[src/logic/lis_defines.svh]
// constants of the light idle standby controller
`ifndef LIS_DEFINES_SVH
`define LIS_DEFINES_SVH
`define LIS_ADR_CTRL 4'h0
`define LIS_ADR_MODE 4'h1
`define LIS_ADR_CLKSEL 4'h2
`define LIS_ADR_STATUS 4'h3
`define LIS_ADR_CPUCTX 4'h4
`define LIS_MODE_LIGHT 2'h0
`define LIS_CTRL_TRIG 3
`define LIS_CTRL_WATCHDOG_NMI_RELEASE_MASK 2
`define LIS_CTRL_PIN_NMI_RELEASE_MASK 1
`define LIS_CTRL_MASKABLE_RELEASE_MASK 0
`define LIS_CS_TMM_FR8 0
`define LIS_CS_TMM_SUB 1
`define LIS_CS_WDT_FR8 2
`define LIS_CS_WDT_SUB 3
`define LIS_CS_WT_MAIN 4
`define LIS_CS_UART0_EXT 5
`define LIS_CS_SUB_USED 6
`define LIS_CS_CSI_LSB 8
`define LIS_NUM_CSI 5
`define LIS_PRIO_W 3
`define LIS_CTRL_RESET 4'h0
`define LIS_MODE_RESET 2'h3
`define LIS_CS_RESET 13'h0000
`endif

[src/logic/lis_pkg.sv]
// types of the light idle standby controller
package lis_pkg;
    typedef enum {
        LIS_RUN,
        LIS_IDLE
    } lis_phase_type;
    typedef struct packed {
        logic wdt_nmi;
        logic pin_nmi;
        logic maskable;
        logic [2:0] mask_prio;
        logic nmi_nested;
        logic reset_req;
    } lis_req_type;
    typedef struct packed {
        logic int_enabled;
        logic in_service;
        logic [2:0] service_prio;
    } lis_cpu_type;
    typedef struct packed {
        logic cpu_clk_en;
        logic dma_clk_en;
        logic timer_pq_clk_en;
        logic iic_clk_en;
        logic uartc_clk_en;
        logic crc_clk_en;
        logic intc_clk_en;
        logic timer_m_clk_en;
        logic wdt2_clk_en;
        logic watch_clk_en;
        logic [4:0] csi_clk_en;
        logic uart0_clk_en;
        logic uart_other_clk_en;
        logic adc_hold;
        logic dac_hold;
        logic rto_hold;
        logic key_int_en;
        logic port_hold;
        logic osc_pll_flash_en;
    } lis_gate_type;
endpackage : lis_pkg

[src/logic/lis_idle_ctrl.sv]
// light idle standby controller with wishbone register slave
//
// The register offsets and the Wishbone interface to the registers are this design's own decisions.
`timescale 1ns/1ns
`default_nettype none
`include "lis_defines.svh"
module lis_idle_ctrl (
    input wire logic i_clk,
    input wire logic i_reset_n,
    input wire logic i_wb_cyc,
    input wire logic i_wb_stb,
    input wire logic i_wb_we,
    input wire logic [3:0] i_wb_adr,
    input wire logic [3:0] i_wb_sel,
    input wire logic [31:0] i_wb_dat,
    output logic [31:0] o_wb_dat,
    output logic o_wb_ack,
    input wire lis_pkg::lis_req_type i_req,
    input wire lis_pkg::lis_cpu_type i_cpu,
    output lis_pkg::lis_gate_type o_gate,
    output logic o_idle,
    output logic o_ack_nmi,
    output logic o_ack_mask,
    output logic o_sys_reset
);
    import lis_pkg::*;

    // ****************************************
    // state
    // ****************************************
    typedef struct packed {
        lis_phase_type phase;
        logic [3:0] ctrl;
        logic [1:0] mode;
        logic [12:0] clksel;
        logic ack;
        logic [31:0] rdata;
        logic ack_nmi;
        logic ack_mask;
        logic sys_reset;
        logic entry_refused;
        logic [7:0] wake_count;
    } lis_state_type;

    lis_state_type st;
    lis_state_type next_st;
    logic wake;
    logic dec_nmi;
    logic dec_mask;
    logic wb_req;
    logic wr_ctrl;

    lis_release_decode u_decode (
        .i_req(i_req),
        .i_cpu(i_cpu),
        .i_ctrl(st.ctrl),
        .o_wake(wake),
        .o_ack_nmi(dec_nmi),
        .o_ack_mask(dec_mask)
    );

    function automatic logic [31:0] read_reg(input lis_state_type s,
                                             input logic [3:0] adr);
        logic [31:0] v;
        v = 32'h00000000;
        case (adr)
            `LIS_ADR_CTRL: v[3:0] = s.ctrl;
            `LIS_ADR_MODE: v[1:0] = s.mode;
            `LIS_ADR_CLKSEL: v[12:0] = s.clksel;
            `LIS_ADR_STATUS: v = {23'h000000, s.wake_count,
                                  s.entry_refused};
            default: v = 32'h00000000;
        endcase
        return v;
    endfunction : read_reg

    // ****************************************
    // next state
    // ****************************************
    always_comb begin
        next_st = st;
        next_st.ack_nmi = 1'b0;
        next_st.ack_mask = 1'b0;
        next_st.sys_reset = 1'b0;
        wb_req = i_wb_cyc && i_wb_stb && !st.ack;
        next_st.ack = wb_req;
        wr_ctrl = 1'b0;
        if (wb_req) begin
            next_st.rdata = read_reg(st, i_wb_adr);
        end
        if (wb_req && i_wb_we && i_wb_sel[0]) begin
            case (i_wb_adr)
                `LIS_ADR_CTRL: begin
                    next_st.ctrl = i_wb_dat[3:0];
                    wr_ctrl = 1'b1;
                end
                `LIS_ADR_MODE: next_st.mode = i_wb_dat[1:0];
                `LIS_ADR_CLKSEL: begin
                    next_st.clksel[7:0] = i_wb_dat[7:0];
                    if (i_wb_sel[1]) begin
                        next_st.clksel[12:8] = i_wb_dat[12:8];
                    end
                end
                `LIS_ADR_STATUS: next_st.entry_refused = 1'b0;
                default: next_st.rdata = 32'h00000000;
            endcase
        end
        // trigger bit is never held; it clears in the cycle it is written, whether acted on or not
        next_st.ctrl[`LIS_CTRL_TRIG] = 1'b0;
        case (st.phase)
            LIS_RUN: begin
                if (wr_ctrl && i_wb_dat[`LIS_CTRL_TRIG] &&
                    st.mode == `LIS_MODE_LIGHT) begin
                    if (wake) begin
                        next_st.entry_refused = 1'b1;
                    end else begin
                        next_st.phase = LIS_IDLE;
                    end
                end
            end
            LIS_IDLE: begin
                if (i_req.reset_req) begin
                    // reset wins over any interrupt
                    next_st.phase = LIS_RUN;
                    next_st.sys_reset = 1'b1;
                end else if (wake) begin
                    // no stabilisation wait on exit
                    next_st.phase = LIS_RUN;
                    next_st.ack_nmi = dec_nmi;
                    next_st.ack_mask = dec_mask;
                    next_st.wake_count = st.wake_count + 8'h01;
                end
            end
            default: next_st.phase = LIS_RUN;
        endcase
    end

    always_ff @(posedge i_clk or negedge i_reset_n) begin
        if (!i_reset_n) begin
            st.phase <= LIS_RUN;
            st.ctrl <= `LIS_CTRL_RESET;
            st.mode <= `LIS_MODE_RESET;
            st.clksel <= `LIS_CS_RESET;
            st.ack <= 1'b0;
            st.rdata <= 32'h00000000;
            st.ack_nmi <= 1'b0;
            st.ack_mask <= 1'b0;
            st.sys_reset <= 1'b0;
            st.entry_refused <= 1'b0;
            st.wake_count <= 8'h00;
        end else begin
            st <= next_st;
        end
    end

    // ****************************************
    // outputs and clock gating
    // ****************************************
    logic idle;
    logic sub_used;
    assign idle = (st.phase == LIS_IDLE);
    assign sub_used = st.clksel[`LIS_CS_SUB_USED];
    assign o_idle = idle;
    assign o_wb_ack = st.ack;
    assign o_wb_dat = st.rdata;
    assign o_ack_nmi = st.ack_nmi;
    assign o_ack_mask = st.ack_mask;
    assign o_sys_reset = st.sys_reset;

    always_comb begin
        o_gate.osc_pll_flash_en = 1'b1;
        o_gate.cpu_clk_en = !idle;
        o_gate.dma_clk_en = !idle;
        o_gate.timer_pq_clk_en = !idle;
        o_gate.iic_clk_en = !idle;
        o_gate.uartc_clk_en = !idle;
        o_gate.crc_clk_en = !idle;
        // release path of the intc stays alive outside this gate
        o_gate.intc_clk_en = !idle;
        o_gate.timer_m_clk_en = !idle || st.clksel[`LIS_CS_TMM_FR8] ||
            (sub_used && st.clksel[`LIS_CS_TMM_SUB]);
        o_gate.wdt2_clk_en = !idle || st.clksel[`LIS_CS_WDT_FR8] ||
            (sub_used && st.clksel[`LIS_CS_WDT_SUB]);
        o_gate.watch_clk_en = !idle || sub_used ||
            st.clksel[`LIS_CS_WT_MAIN];
        o_gate.csi_clk_en = {`LIS_NUM_CSI{!idle}} |
            st.clksel[`LIS_CS_CSI_LSB +: `LIS_NUM_CSI];
        o_gate.uart0_clk_en = !idle ||
            st.clksel[`LIS_CS_UART0_EXT];
        o_gate.uart_other_clk_en = !idle;
        o_gate.adc_hold = idle;
        o_gate.dac_hold = idle;
        o_gate.rto_hold = idle;
        o_gate.key_int_en = 1'b1;
        o_gate.port_hold = idle;
    end
endmodule : lis_idle_ctrl
`default_nettype wire

[src/logic/lis_release_decode.sv]
// release and acknowledge decision for light idle
`timescale 1ns/1ns
`default_nettype none
`include "lis_defines.svh"
module lis_release_decode (
    input wire lis_pkg::lis_req_type i_req,
    input wire lis_pkg::lis_cpu_type i_cpu,
    input wire logic [3:0] i_ctrl,
    output logic o_wake,
    output logic o_ack_nmi,
    output logic o_ack_mask
);
    import lis_pkg::*;
    logic nmi_ok;
    logic mask_ok;
    always_comb begin
        // masked sources are ignored entirely
        nmi_ok = (i_req.wdt_nmi && !i_ctrl[`LIS_CTRL_WATCHDOG_NMI_RELEASE_MASK]) ||
                 (i_req.pin_nmi && !i_ctrl[`LIS_CTRL_PIN_NMI_RELEASE_MASK]);
        mask_ok = i_req.maskable && !i_ctrl[`LIS_CTRL_MASKABLE_RELEASE_MASK];
        // any priority releases
        o_wake = nmi_ok || mask_ok;
        // non-nested nmi is taken regardless of enable state
        o_ack_nmi = nmi_ok && !i_req.nmi_nested;
        // disabled: pending higher service: pending lower: ack
        o_ack_mask = mask_ok && !o_ack_nmi && i_cpu.int_enabled &&
            (!i_cpu.in_service || (i_req.mask_prio < i_cpu.service_prio));
    end
endmodule : lis_release_decode
`default_nettype wire
[config.mk]
export PLATFORM = sky130hd
export DESIGN_NAME = lis_idle_ctrl
export DESIGN_NICKNAME = d
export VERILOG_FILES = /design/src/logic/lis_pkg.sv /design/src/logic/lis_idle_ctrl.sv /design/src/logic/lis_release_decode.sv
export VERILOG_INCLUDE_DIRS = /design/src /design/src/logic
export SDC_FILE = /design/constraint.sdc
export NUM_CORES = 1
export LEC_CHECK = 0
export BUFFER_PORTS_ARGS = -buffer_cell sky130_fd_sc_hd__buf_2
export CORE_MARGIN = 2
export CORE_UTILIZATION = 35
export CTS_BUF_LIST = sky130_fd_sc_hd__clkbuf_16
export DETAILED_ROUTE_END_ITERATION = 12
export PLACE_DENSITY = 0.64
export SETUP_SLACK_MARGIN = 0.5
export SLEW_MARGIN = 10
export SYNTH_ARGS = -nofsm -noshare
export SYNTH_HDL_FRONTEND = slang
export SYNTH_HIERARCHICAL = 1
export SYNTH_SLANG_ARGS = --single-unit
[constraint.sdc]
create_clock -name i_clk -period 1.8 [get_ports i_clk]
set_input_delay 0.36 -clock i_clk [delete_from_list [all_inputs] [get_ports i_clk]]
set_output_delay 0.36 -clock i_clk [all_outputs]
set_load 0.03 [all_outputs]
==> summary.md, run 1 <==
| Metric | Value |
|---|---|
| Worst Path Buf+Inv | 2 |
| Vias/cell | between 4 and 5 |
| Final hold violation count | 0 |
| Setup Viol. Count Final | 0 |
| Setup repair after global routing missed its margin | true |
| Yosys warns | 6 |
| Post-CTS Hold Buffers | 0 |
| Final weighted congestion of routability-driven global placement | about 0.83 |
| DRT antenna net count | 0 |
| Overflow left after global routing | 0 |
| Mean post-synth cell area | approximately 12 um2 |
| Antenna fix cells | 0 |
| Total vias in the final route | 2105 |
| Finished layout cell area | 4160 um2 |
| Vias in the first global route | 2127 |
| Signed area change from the synthesized netlist to the final layout | 36.1% |
| Total design power | 0.00345 W |
| Critical Path Start Type | flip-flop |
| Number of port buffers | 94 |
| Max transition margin | about three fifths |
| Worst flop-to-flop path startpoint | st[64]$_DFFE_PN0P_ |
| Syn Inst Count | 260 |
| CP top delay family | flip-flops |
| Ports | 118 |
| Period Utilization, post-route | 94.9% |
| MaxCap Viol Count | 0 |
| Peak clock frequency supported by timing | 0.585 GHz |
| Slew at the pin closest to its max-slew limit | 0.623 ns |
| TNS Setup | 0 ns |
| Post-DP HPWL | around 4800 um |
| TritonCTS Sinks | 64 |
| Wire per inst | 15.0 um |
| Post-Route Skew | 0.00424 ns |
| Total routing usage reported by global routing | 14.5% |
| Maximum resistive drop on vdd | 0.510 mV |
| Fraction of layout instances using a drive strength above 1 | 55.8% |
| CTS tree | yes |
| Classification of the worst-slack hold path | in2async |
| Maximum level of the CTS H-tree | 3 |
| DR iter-0 viols | 128 |
| Critical path origin | st[64]$_DFFE_PN0P_ |
| Smallest hold slack | 0.0478 ns |
| Final WL | around 6800 um |
| Minimum clock period after layout | 1.71 ns |
| Skew-Pair Late Insertion Delay | 0.32 ns |
| Cell with the largest stage delay on the worst path | sky130_fd_sc_hd__dfrtp_2 |
| Total DRC errors in the routed layout | 0 |
| Final-report max-slew violation count | 0 |
| CP required | roughly 1.4 ns |
| Power density relative to cell area | 830 nW/um2 |
| CP endpoint kind | output pin |
| Placement Cell Area | 3410 um2 |
| Root buf cell | sky130_fd_sc_hd__clkbuf_16 |
| Data arrival at the endpoint of the critical path | around 1.4 ns |
| Static Leak | 2.12 nW |
| Initial standard-cell utilization of the core | 35.5% |
| DIE HEIGHT | 97.4 um |
| Die area | around 9500 um2 |
| Drt pass-1 iters | 5 |
| Inserted Clock Buffers | 9 |
| Chip width | roughly 97 um |
| Initial antenna violation count | 0 |
| CTS clock-pin slew for the worst setup and hold paths | 0.05 ns |
| Area of the placeable core | 8590 um2 |
| Maximum number of buffers from clock root to sink | 2 |
| Post-synthesis instance area | 3050 um2 |
| Critical path class | reg2out |
| Cell-by-cell listing of the critical path | clkinvlp_4, or3_4, buf_6 |
| Row cnt | 34 |
| Run status | finished clean |
| Maximum number of pins on one net before global-route repair | 33 |
| Wire length of the first global-routing pass | 10800 um |
| Number of nets in the layout | 400 |
| Maximum fanout along the worst path | 4 |
| Highest cell delay on the worst timing path | 0.38 ns |
[layout make-up]
type / instances / area [um2]
fillers: 785 / 4440
repair buffers: 119 / 835
multi-input cells: 140 / 1260
inverters: 5 / 23.8
well taps: 108 / 135
flip-flops and latches: 64 / 1610
clock inverters: 7 / 71.3
clock buffers: 9 / 225
[power breakdown]
| part | internal, W | leakage (nW) | switching [W] |
|---|---|---|---|
| Sequential | 0.00147 | 0.877 | 0.0000302 |
| Combinational | 0.000126 | 1.11 | 0.000126 |
| Clock | 0.00107 | 0.139 | 0.000626 |
| Total | 0.00267 | 2.12 | 0.000782 |
[cells in the final DEF, fill, tap and decap left out, drive strengths merged, types with 4 or more instances in the layout]
cell type and instances:
mux2 21, nand2 15, and2 24, xnor2 4, o21ai 8, mux2i 6
clkbuf 10, nand4 6, a22o 4, clkinv 4, inv 4, buf 118
dfrtp 62, nand2b 11
[layer usage]
| layer | vias to the layer above | wire (um) | track usage [%] |
|---|---|---|---|
| li1 | 998 | - | - |
| met1 | 1037 | 3100 | 19.2 |
| met2 | 60 | 3240 | 23.0 |
| met3 | 10 | 301 | 3.38 |
| met4 | 0 | 130 | 6.09 |
| met5 | - | 0 | 0 |
[sequential cells by signal, summed over array words and instances, names as in the netlist]
name,count
o_wb_ack,1
o_sys_reset,1
o_wb_dat,32
o_ack_nmi,1
o_ack_mask,1
st,28
[worst reg2reg max path, stage by stage, from the launching register on]
cell and delay, ns:
sky130_fd_sc_hd__dfrtp_2 0.38, sky130_fd_sc_hd__buf_4 0.15, sky130_fd_sc_hd__clkbuf_16 0.15, sky130_fd_sc_hd__buf_4 0.14, sky130_fd_sc_hd__and3b_2 0.27, sky130_fd_sc_hd__nand4_1 0.13
sky130_fd_sc_hd__xnor2_1 0.15
[per-stage QoR]
| step | utilization [%] | worst slack (ns) | std cells |
|---|---|---|---|
| floorplan | - | 0.220 | 261 |
| global placement | 39.6 | 0.0700 | 421 |
| detailed placement | 39.6 | 0.0224 | 421 |
| CTS | 46.8 | 0.0915 | 446 |
| global route | 48.4 | 0.0619 | 452 |
| finish | 48.4 | 0.0919 | 452 |
[what timing repair did]
action | CTS | global route
resized for setup | 70 | 22
buffers inserted | 9 | 5
cloned | 0 | 1
endpoints found under the setup margin | 51 | 61
pin swaps | 4 | 15
[path summary, 6_finish.rpt]
path	end	slack, ns	cells after the start
max	o_gate[13]	0.09	3
min	o_wb_dat[26]$_DFF_PN0_	0.05	1
max reg2reg	st[4]$_DFFE_PN0P_	0.31	6
min reg2reg	o_wb_dat[28]$_DFF_PN0_	0.47	1
max in group asynchronous	o_wb_dat[3]$_DFF_PN0_	1.17	2
min in group i_clk	st[56]$_DFFE_PN0P_	0.27	2
Power figures use the tool's default switching activity.
==> inputs of run 2 (changes only) <==
Settings changed: REMOVE_ABC_BUFFERS from default to 1.
==> summary.md, run 2 (synthesis results as in run 1) <==
| Metric | Value |
|---|---|
| Final WL | 7250 um (+7.0%) |
| Metal3 WL | 502 um (+67%) |
| Filler cells | 793 (+1.0%) |
| Overflow left after global routing | 0 (unchanged) |
| Post-DP HPWL | 4640 um (-4.1%) |
| Worst flop-to-flop path startpoint | o_wb_ack$_DFF_PN0_ |
| Setup repair after global routing missed its margin | true |
| Data arrival at the endpoint of the critical path | 1.27 ns (-0.08 ns) |
| Multi-input gate area in the final layout | 1290 um2 (+2.6%) |
| Vias/cell | 4.72 (+1.4%) |
| MaxCap Viol Count | 0 (unchanged) |
| Classification of the worst-slack hold path | in2reg |
| Ports | 118 (unchanged) |
| Static Leak | 2.21 nW (+3.8%) |
| Flip-flop count of the largest register, all copies and words added | 32 (unchanged) |
| Total vias in the final route | 2173 (+3.2%) |
| CP required | 1.44 ns (about the same) |
| Placement Cell Area | 3370 um2 (-1.1%) |
| Vias in the first global route | 2221 (+4.4%) |
| Minimum clock period after layout | 1.63 ns (-0.0827 ns) |
| Die area | 9490 um2 (unchanged) |
| Area of the placeable core | 8590 um2 (unchanged) |
| Antenna fix cells | 0 (unchanged) |
| DIE HEIGHT | 97.4 um (unchanged) |
| Maximum number of buffers from clock root to sink | 2 (unchanged) |
| Path depth of the worst reg2reg path | 5 (-1) |
| Chip width | 97.4 um (unchanged) |
| Post-Route Skew | 0.00927 ns (+0.00503 ns) |
| Smallest hold slack | 0.273 ns (+0.225 ns) |
| Wire length of the first global-routing pass | 11400 um (+5.0%) |
| Final weighted congestion of routability-driven global placement | 0.911 (+9.4%) |
| Initial antenna violation count | 0 (unchanged) |
| CP endpoint kind | output pin |
| Wire per inst | 15.8 um (+5.1%) |
| Power density relative to cell area | 778 nW/um2 (-6.3%) |
| Root buf cell | sky130_fd_sc_hd__clkbuf_16 |
| Leading cell types in the layout, fill and taps excluded | sky130_fd_sc_hd__buf_2 (77), sky130_fd_sc_hd__dfrtp_1 (61), sky130_fd_sc_hd__buf_4 (25) |
| Critical Path Start Type | flip-flop |
| Top Layer Used | met4 |
| Reg-to-reg critical path endpoint | st[52]$_DFFE_PN0P_ |
| Run status | finished clean |
| Peak clock frequency supported by timing | 0.615 GHz (+5.1%) |
| DR iter-0 viols | 72 (-44%) |
| TNS Setup | 0 ns (unchanged) |
| Drt pass-1 iters | 4 (-1) |
| Setup Viol. Count Final | 0 (unchanged) |
| DRT antenna net count | 0 (unchanged) |
| TritonCTS Sinks | 64 (unchanged) |
| Maximum resistive drop on vdd | 0.305 mV (-40%) |
| Detailed-routed wire length on met2 | 3250 um (+0.22%) |
| Combined flip-flop and latch cell area | 1610 um2 (-0.16%) |
| Maximum number of pins on one net before global-route repair | 41 (+24%) |
| Fraction of layout instances using a drive strength above 1 | 60.2% (+4.4 points) |
| CTS tree | yes |
| Critical path origin | st[51]$_DFFE_PN0P_ |
| Wire length on met1 | 3410 um (+10%) |
| Row cnt | 34 (unchanged) |
| Initial standard-cell utilization of the core | 35.5% (unchanged) |
| Total DRC errors in the routed layout | 0 (unchanged) |
| Inserted Clock Buffers | 9 (unchanged) |
| Number of nets in the layout | 408 (+2.0%) |
| Maximum level of the CTS H-tree | 3 (unchanged) |
| Final-report max-slew violation count | 0 (unchanged) |
| Leading cell type in the layout, fill and taps excluded | sky130_fd_sc_hd__buf_2 |
| Final hold violation count | 0 (unchanged) |
| Signed area change from the synthesized netlist to the final layout | 37.7% |
| Total routing usage reported by global routing | 15.0% (+0.50 points) |
| Period Utilization, post-route | 90.3% (-4.6 points) |
| Number of port buffers | 94 (unchanged) |
| CTS clock-pin slew for the worst setup and hold paths | 0.05 ns (about the same) |
| Critical path class | reg2out |
| Maximum fanout along the worst path | 4 (unchanged) |
| Worst reg-to-reg setup slack | 0.37 ns (+0.06 ns) |
| Final core occ | 48.9% (+0.55 points) |
| Finished layout cell area | 4210 um2 (+1.1%) |
| Destination of the critical timing path | o_gate[13] |
| Skew-Pair Late Insertion Delay | 0.32 ns (about the same) |
[run 2: final cells by class]
class                           instances  area share (%)
Inverter                                5           0.536
Tap cell                              108            3.21
Timing Repair inverter                  1           0.179
Clock inverter                          7           0.625
Sequential cell                        64            38.2
Timing Repair Buffer                  126            21.2
Multi-Input combinational cell        140            30.7
Clock buffer                            9            5.36
[run 2: power by group]
part           switching (W)  internal, W  leakage, nW  total, W
Sequential         0.0000259      0.00147        0.880   0.00150
Clock               0.000563     0.000894        0.137   0.00146
Combinational       0.000148     0.000164         1.19  0.000313
Total               0.000737      0.00253         2.21   0.00327
[run 2: critical path, cell delays in order (launching register included)]
cell and delay [ns]:
sky130_fd_sc_hd__dfrtp_2 0.43, sky130_fd_sc_hd__or3_1 0.37, sky130_fd_sc_hd__buf_6 0.15
[run 2: metal layers]
metal	up-vias	global-route usage, %
met5	-	0
met4	0	4.59
met3	9	5.32
met2	87	22.3
met1	1059	20.6
li1	1018	-
[run 2: worst min-delay path by stage]
stage / from / end / slack, ns / cells after the start
after floorplan: i_reset_n / o_ack_mask$_DFF_PN0_ / 0.06 / 0
after global placement: i_reset_n / o_wb_dat[16]$_DFF_PN0_ / 0.23 / 1
after detailed placement: i_reset_n / o_wb_dat[26]$_DFF_PN0_ / 0.23 / 1
after CTS: i_wb_dat[7] / st[52]$_DFFE_PN0P_ / 0.26 / 2
after global routing: i_wb_dat[5] / st[50]$_DFFE_PN0P_ / 0.27 / 2
final: i_wb_dat[5] / st[50]$_DFFE_PN0P_ / 0.27 / 2
[run 2: timing repair]
item,CTS,global route
cloned,1,3
pin swaps,7,31
hold buffers,1,0
hold endpoints to repair,7,0
buffers inserted,8,11
endpoints found under the setup margin,54,80
resized for setup,59,60
[run 2: per-stage QoR]
stage / cells / setup WS [ns] / power (W)
2_1_floorplan: 209 / -2.23 / 0.00161
3_3_place_gp: 420 / 0.104 / 0.00173
3_5_place_dp: 420 / 0.0764 / 0.00173
4_1_cts: 446 / 0.151 / 0.00325
5_1_grt: 460 / 0.150 / 0.00340
6_report: 460 / 0.175 / 0.00327
